<file path="src/hw/sfts_pkg.sv">
// package: register map, fields and counts of the spi fifo status block
// What this block does
// - tx watermark flag set while tx count is at or below tx threshold
// - rx watermark flag set while rx count exceeds rx threshold
// - irq while tx watermark flag and its enable are both set
// - irq while rx watermark flag and its enable are both set
// - idle flag after 64 sclk (master) or 576 clocks (slave) unread data
// - idle flag clears on rx fifo read or on write-one
// - idle flag reaches irq only when its enable is one
// - word arriving at full rx fifo is dropped and sets sticky overrun
// - overrun reaches irq only when its enable is one
// - tx flush bit empties tx fifo, then self-clears
// - rx flush bit empties rx fifo, then self-clears
// - status shows 4-bit tx fifo count
// - status shows 4-bit rx fifo count
// - status shows full and empty flags, mirrored to main control
// - unit-done sets a mirrored flag cleared by write-one
// - three-wire begin flag set on start, cleared on done or write-one
// - reading rx data returns and removes the oldest entry
package sfts_pkg;
  localparam int DATA_W   = 32;
  localparam int ADDR_W   = 8;
  localparam int DEPTH    = 8;
  localparam int PTR_W    = 3;
  localparam int CNT_W    = 4;
  localparam int TMR_W    = 10;
  // register byte addresses
  localparam logic [7:0] OFF_RXDATA  = 8'h10;
  localparam logic [7:0] OFF_TXDATA  = 8'h20;
  localparam logic [7:0] OFF_CTL     = 8'h40;
  localparam logic [7:0] OFF_STAT    = 8'h44;
  localparam logic [7:0] OFF_EVT     = 8'h48;
  localparam logic [7:0] OFF_EVT_CLR = 8'h4C;
  localparam logic [7:0] OFF_EVT_EN  = 8'h50;
  // reset values
  localparam logic [31:0] RST_CTL  = 32'h44000000;
  localparam logic [31:0] RST_STAT = 32'h05000000;
  // fifo_control fields
  localparam int CTL_TXTHR_LSB = 28;
  localparam int CTL_RXTHR_LSB = 24;
  localparam int CTL_TO_EN     = 21;
  localparam int CTL_OV_EN     = 6;
  localparam int CTL_TX_EN     = 3;
  localparam int CTL_RX_EN     = 2;
  localparam int CTL_TX_FLUSH  = 1;
  localparam int CTL_RX_FLUSH  = 0;
  localparam logic [31:0] CTL_RW_MASK = 32'h7720004C;
  // status fields, also the event register layout
  localparam int ST_TXCNT_LSB = 28;
  localparam int ST_TXFULL    = 27;
  localparam int ST_TXEMPTY   = 26;
  localparam int ST_RXFULL    = 25;
  localparam int ST_RXEMPTY   = 24;
  localparam int ST_TIMEOUT   = 20;
  localparam int ST_UNIT      = 16;
  localparam int ST_RXCNT_LSB = 12;
  localparam int ST_BEGIN     = 11;
  localparam int ST_TXHIT     = 4;
  localparam int ST_OVERRUN   = 2;
  localparam int ST_RXHIT     = 0;
  // idle time-out limits
  localparam logic [9:0] TO_MASTER_SCLK = 10'd64;
  localparam logic [9:0] TO_SLAVE_CLK   = 10'd576;
  // bus responses
  localparam logic [1:0] RESP_OKAY   = 2'h0;
  localparam logic [1:0] RESP_SLVERR = 2'h2;
endpackage

</file>
<file path="src/hw/sfts_fifo.sv">
// module: eight-entry flop fifo with flush, count and flags
`timescale 1ns/100ps
module sfts_fifo (
  input  wire logic                       i_core_clk,
  input  wire logic                       i_nrst,
  input  wire logic                       i_flush,
  input  wire logic                       i_push,
  input  wire logic [sfts_pkg::DATA_W-1:0] i_wdata,
  input  wire logic                       i_pop,
  output logic      [sfts_pkg::DATA_W-1:0] o_head,
  output logic      [sfts_pkg::CNT_W-1:0]  o_count,
  output logic                            o_full,
  output logic                            o_empty
);
  logic [sfts_pkg::DATA_W-1:0] mem [sfts_pkg::DEPTH];
  logic [sfts_pkg::PTR_W-1:0]  wr_ptr;
  logic [sfts_pkg::PTR_W-1:0]  rd_ptr;
  logic [sfts_pkg::CNT_W-1:0]  next_count;
  logic                        do_push;
  logic                        do_pop;

  // pushes at full and pops at empty are dropped
  assign do_push = i_push && !o_full;
  assign do_pop  = i_pop && !o_empty;
  assign o_head  = mem[rd_ptr];

  // count after this cycle's push and pop
  always_comb
  begin
    next_count = o_count;
    if (do_push && !do_pop)
      next_count = o_count + 4'h1;
    else if (do_pop && !do_push)
      next_count = o_count - 4'h1;
  end

  // pointers, count and flags; flush wins over traffic
  always_ff @(posedge i_core_clk or negedge i_nrst)
  begin
    if (!i_nrst)
    begin
      wr_ptr  <= 3'h0;
      rd_ptr  <= 3'h0;
      o_count <= 4'h0;
      o_full  <= 1'b0;
      o_empty <= 1'b1;
    end
    else if (i_flush)
    begin
      wr_ptr  <= 3'h0;
      rd_ptr  <= 3'h0;
      o_count <= 4'h0;
      o_full  <= 1'b0;
      o_empty <= 1'b1;
    end
    else
    begin
      if (do_push)
        wr_ptr <= wr_ptr + 3'h1;
      if (do_pop)
        rd_ptr <= rd_ptr + 3'h1;
      o_count <= next_count;
      o_full  <= (next_count == 4'h8);
      o_empty <= (next_count == 4'h0);
    end
  end

  // storage, no reset needed
  always_ff @(posedge i_core_clk)
  begin
    if (do_push && !i_flush)
      mem[wr_ptr] <= i_wdata;
  end
endmodule

</file>
<file path="src/hw/sfts_top.sv">
// module: spi fifo control, status, time-out and interrupt logic
`timescale 1ns/100ps
module sfts_top (
  input  wire logic        i_core_clk,
  input  wire logic        i_nrst,
  input  wire logic        i_awvalid,
  output logic             o_awready,
  input  wire logic [7:0]  i_awaddr,
  input  wire logic        i_wvalid,
  output logic             o_wready,
  input  wire logic [31:0] i_wdata,
  input  wire logic [3:0]  i_wstrb,
  output logic             o_bvalid,
  input  wire logic        i_bready,
  output logic [1:0]       o_bresp,
  input  wire logic        i_arvalid,
  output logic             o_arready,
  input  wire logic [7:0]  i_araddr,
  output logic             o_rvalid,
  input  wire logic        i_rready,
  output logic [31:0]      o_rdata,
  output logic [1:0]       o_rresp,
  input  wire logic        i_rx_push,
  input  wire logic [31:0] i_rx_word,
  input  wire logic        i_tx_req,
  output logic             o_tx_ack,
  output logic [31:0]      o_tx_word,
  input  wire logic        i_unit_done,
  input  wire logic        i_slv_start,
  input  wire logic        i_three_wire,
  input  wire logic        i_master_mode,
  input  wire logic        i_sclk_tick,
  input  wire logic        i_unit_clr,
  input  wire logic        i_begin_clr,
  output logic             o_tx_full,
  output logic             o_tx_empty,
  output logic             o_rx_full,
  output logic             o_rx_empty,
  output logic             o_unit_flag,
  output logic             o_begin_flag,
  output logic             o_irq
);
  logic [31:0] fifo_control, evt_en, aw_addr, w_mask, w_data;
  logic [31:0] clr_mask, status_word, rd_word, tx_head, rx_head;
  logic [3:0]  tx_count, rx_count;
  logic [9:0]  idle_cnt, idle_limit;
  logic        wr_go, wr_hit, rd_go, rd_hit, tx_write, tx_pop, rx_pop;
  logic        idle_hit, xmit_watermark_hit, recv_watermark_hit;
  logic        idle_flag, overrun_flag, next_irq;

  // byte lanes to bit mask
  function automatic logic [31:0] lane_mask(input logic [3:0] strb);
    lane_mask = {{8{strb[3]}}, {8{strb[2]}}, {8{strb[1]}}, {8{strb[0]}}};
  endfunction
  // address decode, shared by both channels
  function automatic logic mapped(input logic [7:0] a, input logic wr);
    case (a)
      sfts_pkg::OFF_CTL, sfts_pkg::OFF_STAT: mapped = 1'b1;
      sfts_pkg::OFF_EVT_EN:                  mapped = 1'b1;
      sfts_pkg::OFF_RXDATA, sfts_pkg::OFF_EVT: mapped = !wr;
      sfts_pkg::OFF_TXDATA, sfts_pkg::OFF_EVT_CLR: mapped = wr;
      default:                               mapped = 1'b0;
    endcase
  endfunction
  // write channel: both beats held, then one response
  assign wr_go  = !o_awready && !o_wready && !o_bvalid;
  assign wr_hit = mapped(aw_addr[7:0], 1'b1);
  always_ff @(posedge i_core_clk or negedge i_nrst)
  begin
    if (!i_nrst)
    begin
      o_awready <= 1'b1;
      o_wready  <= 1'b1;
      o_bvalid  <= 1'b0;
      o_bresp   <= sfts_pkg::RESP_OKAY;
      aw_addr   <= 32'h00000000;
      w_data    <= 32'h00000000;
      w_mask    <= 32'h00000000;
    end
    else
    begin
      if (o_awready && i_awvalid)
      begin
        o_awready <= 1'b0;
        aw_addr   <= {24'h000000, i_awaddr};
      end
      if (o_wready && i_wvalid)
      begin
        o_wready <= 1'b0;
        w_data   <= i_wdata;
        w_mask   <= lane_mask(i_wstrb);
      end
      if (wr_go)
      begin
        o_bvalid <= 1'b1;
        o_bresp  <= wr_hit ? sfts_pkg::RESP_OKAY : sfts_pkg::RESP_SLVERR;
      end
      else if (o_bvalid && i_bready)
      begin
        o_bvalid  <= 1'b0;
        o_awready <= 1'b1;
        o_wready  <= 1'b1;
      end
    end
  end
  // write side effects of this cycle
  assign tx_write = wr_go && aw_addr[7:0] == sfts_pkg::OFF_TXDATA
                    && w_mask != 32'h00000000;
  assign clr_mask = (wr_go && (aw_addr[7:0] == sfts_pkg::OFF_STAT ||
                    aw_addr[7:0] == sfts_pkg::OFF_EVT_CLR)) ?
                    (w_data & w_mask) : 32'h00000000;
  // fifo_control: fields, and flush bits that drop after one cycle
  always_ff @(posedge i_core_clk or negedge i_nrst)
  begin
    if (!i_nrst)
      fifo_control <= sfts_pkg::RST_CTL;
    else
    begin
      fifo_control[sfts_pkg::CTL_TX_FLUSH] <= 1'b0;
      fifo_control[sfts_pkg::CTL_RX_FLUSH] <= 1'b0;
      if (wr_go && aw_addr[7:0] == sfts_pkg::OFF_CTL)
        fifo_control <= (fifo_control & ~(w_mask & sfts_pkg::CTL_RW_MASK))
                        | (w_data & w_mask & 32'h7720004F);
    end
  end
  // enables for unit-done and three-wire begin events
  always_ff @(posedge i_core_clk or negedge i_nrst)
  begin
    if (!i_nrst)
      evt_en <= 32'h00000000;
    else if (wr_go && aw_addr[7:0] == sfts_pkg::OFF_EVT_EN)
      evt_en <= w_data & w_mask & 32'h00010800;
  end
  // the two fifos; flush acts in the cycle the bit reads as one
  sfts_fifo u_tx (
    .i_core_clk (i_core_clk),
    .i_nrst     (i_nrst),
    .i_flush    (fifo_control[sfts_pkg::CTL_TX_FLUSH]),
    .i_push     (tx_write),
    .i_wdata    (w_data),
    .i_pop      (tx_pop),
    .o_head     (tx_head),
    .o_count    (tx_count),
    .o_full     (o_tx_full),
    .o_empty    (o_tx_empty)
  );
  sfts_fifo u_rx (
    .i_core_clk (i_core_clk),
    .i_nrst     (i_nrst),
    .i_flush    (fifo_control[sfts_pkg::CTL_RX_FLUSH]),
    .i_push     (i_rx_push),
    .i_wdata    (i_rx_word),
    .i_pop      (rx_pop),
    .o_head     (rx_head),
    .o_count    (rx_count),
    .o_full     (o_rx_full),
    .o_empty    (o_rx_empty)
  );
  // shift engine takes the oldest tx word, answered next cycle
  assign tx_pop = i_tx_req && !o_tx_empty;
  always_ff @(posedge i_core_clk or negedge i_nrst)
  begin
    if (!i_nrst)
    begin
      o_tx_ack  <= 1'b0;
      o_tx_word <= 32'h00000000;
    end
    else
    begin
      o_tx_ack <= tx_pop;
      if (tx_pop)
        o_tx_word <= tx_head;
    end
  end
  // status word: counts, mirrors, flags
  always_comb
  begin
    status_word = 32'h00000000;
    status_word[31:28] = tx_count;
    status_word[sfts_pkg::ST_TXFULL]  = o_tx_full;
    status_word[sfts_pkg::ST_TXEMPTY] = o_tx_empty;
    status_word[sfts_pkg::ST_RXFULL]  = o_rx_full;
    status_word[sfts_pkg::ST_RXEMPTY] = o_rx_empty;
    status_word[sfts_pkg::ST_TIMEOUT] = idle_flag;
    status_word[sfts_pkg::ST_UNIT]    = o_unit_flag;
    status_word[15:12] = rx_count;
    status_word[sfts_pkg::ST_BEGIN]   = o_begin_flag;
    status_word[sfts_pkg::ST_TXHIT]   = xmit_watermark_hit;
    status_word[sfts_pkg::ST_OVERRUN] = overrun_flag;
    status_word[sfts_pkg::ST_RXHIT]   = recv_watermark_hit;
  end
  // read data mux
  always_comb
  begin
    case (i_araddr)
      sfts_pkg::OFF_RXDATA: rd_word = rx_head;
      sfts_pkg::OFF_CTL:    rd_word = fifo_control;
      sfts_pkg::OFF_STAT:   rd_word = status_word;
      sfts_pkg::OFF_EVT:    rd_word = status_word & 32'h00110804;
      sfts_pkg::OFF_EVT_EN: rd_word = evt_en;
      default:              rd_word = 32'h00000000;
    endcase
  end
  // read channel; rx data read pops the fifo
  assign rd_go  = o_arready && i_arvalid;
  assign rd_hit = mapped(i_araddr, 1'b0);
  assign rx_pop = rd_go && i_araddr == sfts_pkg::OFF_RXDATA;
  always_ff @(posedge i_core_clk or negedge i_nrst)
  begin
    if (!i_nrst)
    begin
      o_arready <= 1'b1;
      o_rvalid  <= 1'b0;
      o_rdata   <= 32'h00000000;
      o_rresp   <= sfts_pkg::RESP_OKAY;
    end
    else if (rd_go)
    begin
      o_arready <= 1'b0;
      o_rvalid  <= 1'b1;
      o_rdata   <= rd_hit ? rd_word : 32'h00000000;
      o_rresp   <= rd_hit ? sfts_pkg::RESP_OKAY : sfts_pkg::RESP_SLVERR;
    end
    else if (o_rvalid && i_rready)
    begin
      o_rvalid  <= 1'b0;
      o_arready <= 1'b1;
    end
  end
  // watermark flags follow counts one cycle later
  always_ff @(posedge i_core_clk or negedge i_nrst)
  begin
    if (!i_nrst)
    begin
      xmit_watermark_hit <= 1'b0;
      recv_watermark_hit <= 1'b0;
    end
    else
    begin
      xmit_watermark_hit <= tx_count <= {1'b0, fifo_control[30:28]};
      recv_watermark_hit <= rx_count > {1'b0, fifo_control[26:24]};
    end
  end
  // idle timer in sclk ticks (master) or clocks (slave); fires once
  assign idle_limit = i_master_mode ? sfts_pkg::TO_MASTER_SCLK
                                    : sfts_pkg::TO_SLAVE_CLK;
  assign idle_hit = !o_rx_empty && !rx_pop && idle_cnt == idle_limit
                    && (i_sclk_tick || !i_master_mode);
  always_ff @(posedge i_core_clk or negedge i_nrst)
  begin
    if (!i_nrst)
      idle_cnt <= 10'h000;
    else if (o_rx_empty || rx_pop)
      idle_cnt <= 10'h000;
    else if ((i_sclk_tick || !i_master_mode) && idle_cnt <= idle_limit)
      idle_cnt <= idle_cnt + 10'h001;
  end
  // sticky event flags; a set wins over a clear in the same cycle
  always_ff @(posedge i_core_clk or negedge i_nrst)
  begin
    if (!i_nrst)
    begin
      idle_flag    <= 1'b0;
      overrun_flag <= 1'b0;
      o_unit_flag  <= 1'b0;
      o_begin_flag <= 1'b0;
    end
    else
    begin
      if (idle_hit)
        idle_flag <= 1'b1;
      else if (rx_pop || clr_mask[sfts_pkg::ST_TIMEOUT])
        idle_flag <= 1'b0;
      if (i_rx_push && o_rx_full)
        overrun_flag <= 1'b1;
      else if (clr_mask[sfts_pkg::ST_OVERRUN])
        overrun_flag <= 1'b0;
      if (i_unit_done)
        o_unit_flag <= 1'b1;
      else if (clr_mask[sfts_pkg::ST_UNIT] || i_unit_clr)
        o_unit_flag <= 1'b0;
      if (i_slv_start && i_three_wire)
        o_begin_flag <= 1'b1;
      else if (i_unit_done || clr_mask[sfts_pkg::ST_BEGIN] || i_begin_clr)
        o_begin_flag <= 1'b0;
    end
  end
  // one level interrupt from all enabled sources
  assign next_irq =
      (xmit_watermark_hit && fifo_control[sfts_pkg::CTL_TX_EN])
    | (recv_watermark_hit && fifo_control[sfts_pkg::CTL_RX_EN])
    | (idle_flag && fifo_control[sfts_pkg::CTL_TO_EN])
    | (overrun_flag && fifo_control[sfts_pkg::CTL_OV_EN])
    | (o_unit_flag && evt_en[sfts_pkg::ST_UNIT])
    | (o_begin_flag && evt_en[sfts_pkg::ST_BEGIN]);
  always_ff @(posedge i_core_clk or negedge i_nrst)
  begin
    if (!i_nrst)
      o_irq <= 1'b0;
    else
      o_irq <= next_irq;
  end
endmodule

</file>
<file path="config.mk">
export PLATFORM = sky130hd
export DESIGN_NAME = sfts_top
export DESIGN_NICKNAME = d
export VERILOG_FILES = /design/src/hw/sfts_pkg.sv /design/src/hw/sfts_fifo.sv /design/src/hw/sfts_top.sv
export SDC_FILE = /design/constraint.sdc
export NUM_CORES = 1
export LEC_CHECK = 0
export BUFFER_PORTS_ARGS = -buffer_cell sky130_fd_sc_hd__clkbuf_2
export CORE_UTILIZATION = 47
export CTS_BUF_LIST = sky130_fd_sc_hd__clkbuf_16
export DETAILED_ROUTE_END_ITERATION = 7
export GPL_TIMING_DRIVEN = 0
export PLACE_DENSITY = 0.7
export SLEW_MARGIN = 10
export SYNTH_ARGS = -nofsm -noshare
export SYNTH_HDL_FRONTEND = slang
export SYNTH_HIERARCHICAL = 1
export SYNTH_SLANG_ARGS = --single-unit
</file>
<file path="constraint.sdc">
create_clock -name i_core_clk -period 4.6 [get_ports i_core_clk]
set_clock_uncertainty 0.2 [all_clocks]
set_input_delay 0.23 -clock i_core_clk [delete_from_list [all_inputs] [get_ports i_core_clk]]
set_output_delay 0.23 -clock i_core_clk [all_outputs]
set_load 0.01 [all_outputs]
</file>
Word-level counts from Yosys, hierarchy flattened:

Memories as Yosys holds them, arrays and structs flattened. A register that Yosys moved wholly into a read port is not among the register bits.
Index checks and enable logic that the tools add are counted.

* output and inout port bits: 81
* memories kept: 2
* register bits: 182
* word-level logic and storage cells: 197
* bits of input ports: 100
* bits in writable memories: 512

Memory list
* u_rx.mem: words 8, bits a word 32, rd ports 1, clocked after memory_dff 0, wr ports 1, line sfts_fifo.sv:15 `logic [sfts_pkg::DATA_W-1:0] mem [sfts_pkg::DEPTH];`
* u_tx.mem: words 8, bits a word 32, rd ports 1, clocked after memory_dff 1, wr ports 1, line sfts_fifo.sv:15

* $lt $le $gt $ge: 3
* mux-type cells: 53
* bitwise logic cells: 9
* reductions and logical operators: 75
* add/subtract/negate cells: 9
* equality and inequality tests: 13

Operators with widths (number)
* one-hot mux 32 bit (5 select lines): 1
* equality test 8 x 7 -> 1 bit, second input constant: 8
* logical AND 1 bit: 36
* AND 32 bit: 1
* 2-to-1 mux 32 bit: 1
* NOT 31 -> 32 bit: 1
* bitwise OR 32 x 31 -> 32 bit: 1
* nonzero test 32 bit: 1
* AND 31 bit: 1
* 2-to-1 mux 1 bit: 30
* 2-to-1 mux 10 bit: 3
* 2-to-1 mux 3 bit: 8
* 2-to-1 mux 4 bit: 6
* nonzero test 2 bit: 11
* 2-to-1 mux 21 bit: 1
* zero test 1 bit: 16
* adder 3 x 1 -> 3 bit, second input constant: 4
* adder 10 x 1 -> 10 bit, second input constant: 1
* equality test 10 bit: 1
* less-or-equal comparator 10 bit: 1
* OR reduction 5 bit: 2
* adder 4 x 1 -> 4 bit, second input constant: 2
* equality test 4 bit, second input constant: 2
* equality test 8 x 5 -> 1 bit, second input constant: 1
* 8 further kinds: 22

Logic depth before layout (Yosys ltp):

* word-level depth: 12
* gate-level depth with buffers: 10
* gate-level depth less buffers: 9

Hierarchy:

Netlist, hierarchy kept.

Modules (own cells, without submodules)
* sfts_fifo (u_tx): cells each 452, sequential area each 7988.9 sq um, instances 1, area each 10452.5 sq um
* sfts_fifo (u_rx): cells each 448, sequential area each 7988.9 sq um, instances 1, area each 10426.2 sq um
* sfts_top: cells each 534, sequential area each 3684.8 sq um, instances 1, area each 6416.2 sq um

Least setup slack after synthesis:

OpenSTA, ideal clock, no wires.

* kind: flip-flop to flip-flop
* from: reg aw_addr[3]
* to: mem u_tx/mem[0][0] (netlist bit) (enable)
* data arrival time: 3.986 ns
* cell stages (with the launch flop): 8
* setup time: 0.461 ns
* setup slack: -0.047 ns
* data required time: 3.939 ns
* clock period less this slack: 4.647 ns
* path buffers: 0
* path through: dfrtp_1 -> or3_1 -> nor2_1 -> nand3_1 -> nor4b_1 -> nand2b_1 -> or3_1 -> nor3_1

* longest elaborated chain between the ends: 7

Ends and longest elaborated chain
* start, declared: line sfts_top.sv:43 `logic [31:0] fifo_control, evt_en, aw_addr, w_mask, w_data;`
* start signal, assigned: line sfts_top.sv:85 `aw_addr <= {24'h000000, i_awaddr};`
* equality test 8 x 6 -> 1 bit: line sfts_top.sv:107 `assign tx_write = wr_go && aw_addr[7:0] == sfts_pkg::OFF_TXDATA`
* logical AND 1 bit: line sfts_top.sv:107
* logical AND 1 bit: line sfts_top.sv:108 `&& w_mask != 32'h00000000;`
* named net tx_write: line sfts_top.sv:47 `logic wr_go, wr_hit, rd_go, rd_hit, tx_write, tx_pop, rx_pop;`
* logical AND 1 bit: line sfts_fifo.sv:23 `assign do_push = i_push && !o_full;`
* logical AND 1 bit: line sfts_fifo.sv:71 `if (do_push && !i_flush)`
* 2-to-1 mux 1 bit: line sfts_fifo.sv:71
* 2-to-1 mux 1 bit (implied by the code): line sfts_fifo.sv:72 `mem[wr_ptr] <= i_wdata;`
* end, declared: line sfts_fifo.sv:15

The timed path passes the listed nets, and every way through them passes these cells.

Worst setup path after layout:

Ends and elaborated chain as after synthesis.

==> flow_metrics.py <==
metrics = {
    "outcome": {
        "outcome": "completed",
    },
    "timing": {
        "setup_viol": 0,
        "worst_pin_slew_ns": 1.184,
        "relSlewSlack": 0.2070,
        "clock.fmax_ghz": 0.2440,
        "finalHoldViolCount": 0,
        "fin_setup_tns_ns": 0,
        "fin_crit_ns": 4.099,
        "rsz0062_at_grt": "no",
        "finalCritPeriodShare": 0.8911,
        "slew_viol_final": 0,
    },
    "pwr": {
        "vdd_ir_drop_max_v": 0.0004341,
        "power.total_mw": 18.01,
        "p_per_area_nw_per_um2": 547.5,
        "power.leakage_nw": 11.93,
    },
    "global_route": {
        "antenna_found_initial": 3,
        "grt_util_all_layers": 0.2179,
        "grt_overflow": 0,
        "grt_pass1_wl_um": 95050,
        "grt_pass1_vias": 15250,
        "grt_max_degree": 99,
    },
    "cells_and_area": {
        "nets": 1922,
        "fin_area_sq_um": 32890,
        "fin_cells": 2614,
        "drive_above_1_share": 0.3188,
        "syn_to_final_growth_pct": 20.49,
    },
    "synth": {
        "netlist_area_sq_um": 27290,
        "synthCells": 1434,
        "synth_edf_count": 512,
        "ys.flop_type": "edfxtp_1",
        "ys_seq_area_frac": 0.7204,
        "avgSynthCellArea_sq_um": 19.03,
        "async_reset_ff_frac": 0.2504,
        "yosys_warnings": 6,
        "yosys_register_bits": 683,
        "synthDistinctLibCells": 63,
    },
    "critical_path": {
        "path_cells": "or3_1, nor2_1, nand3_1, nor4b_1, nand2b_1, or3_1, nor3_4, buf_8, buf_16",
        "crit_type": "flop to flop",
        "required_ns": 4.70,
        "timing.critical_path.buf_inv": 2,
        "reg2reg_to": "u_tx/mem[0][0]",
        "end_kind": "flop",
        "critPathLaunch": "aw_addr[3]",
        "cpMostUsedCell": "or3_1",
        "r2r_cells": 9,
        "r2r_slack_ns": 0.50,
        "cp.arrival_ns": 4.20,
        "crit_fanout": 12,
        "crit_path_top_delay_cell": "nor4b_1",
        "rr_startpoint": "aw_addr[3]",
        "start_kind": "flop",
        "cpPeakStageDelay_ns": 0.69,
        "crit_family": "simple AND/OR/NAND/NOR gates",
    },
    "floorplan": {
        "dieArea_sq_um": 59040,
        "die_height_um": 243.0,
        "start_util": 0.4794,
        "die_x_um": 243.0,
        "core_sq_um": 56930,
        "rows": 87,
        "ios": 181,
    },
    "clocking": {
        "cts.sinks": 683,
        "root_buffer": "clkbuf_16",
        "cts_max_level": 3,
        "cts_hold_buf": 92,
        "post_cts_buffers": 0,
        "ctsResizeCount": 0,
        "cts_tree": "done",
        "clk_pin_slew_ns": 0.06,
        "clockBufferDepth": 3,
        "numCtsBuffers": 69,
        "clk_latency_ns": 0.60,
    },
    "job": {
        "cap_violations": 0,
    },
    "hold_path": {
        "whs_endpoint": "o_rdata[25]",
        "hold_path.class": "input pin to flop",
        "hp-start": "i_araddr[2]",
        "hold_path_depth": 4,
    },
    "place": {
        "placedCellCount": 2398,
        "place.gp.congestion": 0.8402,
        "port-buffer-count": 178,
        "place_area_sq_um": 29760,
        "dpl.hpwl_um": 40460,
    },
    "drt": {
        "drtPass1Iterations": 5,
        "wl_per_cell_um": 24.02,
        "vias": 14650,
        "viasPerCell": 5.603,
        "wirelength_um": 62800,
        "ant_nets": 0,
        "dr.first_iter.drc_count": 1210,
        "drc": 0,
    },
}
[stage by stage]
stage	utilization	hold slack (ns)	worst slack [ns]
CTS	0.5777	0.0002153	0.2257
floorplan	-	-0.2656	0.1377
finish	0.5777	0.04642	0.5008
detailed placement	0.5228	0.1404	0.2536
global route	0.5777	0.04128	0.1823
global placement	0.5119	0.1949	-3.055
[metal layers]
layer  vias up  global-route usage  part of all wire
li1       6458                   -                 -
met1      7550              0.2850              0.40
met2       524              0.3633              0.50
met3       109             0.05341             0.075
met4         4             0.06160             0.026
met5         -                   0           0.00035
[cells in the mapped netlist (all sizes together) (4+ instances only)]
cell type  count  area, sq um
dfstp          7        183.9
mux2         152         1712
inv           23        86.33
nand3         35        175.2
nor3          13        65.06
o31ai          4        30.03
nor2b          6        37.54
o211ai         9        67.56
mux4         128         3082
xnor2         10        87.58
a22oi         14        105.1
ha            17        212.7
or3            5        36.28
or4            5        37.54
clkbuf        29        108.9
nand2b        20        125.1
a2bb2oi        4        35.03
a221oi        11        96.34
o21ai         15        75.07
nor4           6        56.31
buf           37        330.3
nor2          70        267.8
xor2           7        61.31
edfxtp       512        15370
nand2         68        255.2
mux2i          9        90.09
dfrtp        164         4104
a21oi         19        95.09
[worst min-delay path, cell delays in order]
cell and delay, ns:
clkbuf_2 0.14, nor4b_4 0.17, a22oi_1 0.14, o211ai_1 0.10
[final cells by class]
class                           count  area, sq um
Tap cell                          756        945.9
Fill cell                        4191        24040
Timing Repair Buffer              299         2323
Antenna cell                        1        2.502
Inverter                           23        86.33
Clock inverter                     52        425.4
Clock buffer                       71         1777
Multi-Input combinational cell    663         7227
Buffer                             66        439.2
Sequential cell                   683        19660
[where the power goes]
group          switching (mW)  internal (mW)
combinational            1.85           1.89
sequential              0.870           7.91
clock                    2.26           3.23
total                    4.98           13.0
[flip-flops by register name, indices dropped and copies added, names as in the netlist, 8 cells and up, named ones only]
register and flops:
u_rx/mem 256, u_tx/mem 256, o_rdata 32, o_tx_word 32, w_data 32, idle_cnt 10, aw_addr 8
[cell usage in the layout (no fill, tap or decap), types with 14 or more instances in the layout]
cell	n
a21oi_1	19
a22oi_1	14
buf_2	15
clkbuf_1	29
clkbuf_16	71
clkbuf_2	177
clkinv_1	15
dfrtp_1	164
dlygate4sd3_1	92
edfxtp_1	512
ha_1	17
inv_1	41
mux2_2	152
mux4_1	53
mux4_2	75
nand2_1	68
nand2b_1	20
nand3_1	35
nor2_1	56
o21ai_0	15
[cells by family (layout without fill, tap and decap cells)]
| family | count (synthesis) | in the layout | synth area share |
|---|---|---|---|
| xor+xnor | 17 | 17 | 0.005455 |
| buf+inv | 89 | 511 | 0.01925 |
| mux | 289 | 289 | 0.1789 |
| compound gates | 92 | 92 | 0.02361 |
| fa+ha+maj | 17 | 17 | 0.007793 |
| flops | 683 | 683 | 0.7204 |
| other cells | 1 | 3 | 0.0001374 |
| simple gates | 246 | 246 | 0.04447 |
[how the worst max path moves through the flow]
stage,end,slack [ns],depth (start not counted)
floorplan,u_tx/mem[1][0],0.14,8
global placement,u_tx/mem[1][9],-3.06,8
detailed placement,u_tx/mem[0][9],0.25,9
CTS,u_tx/mem[0][4],0.23,9
global route,u_tx/mem[0][0],0.18,9
finish,u_tx/mem[0][0],0.50,9
Note: power is estimated with default switching activity, not from simulation.
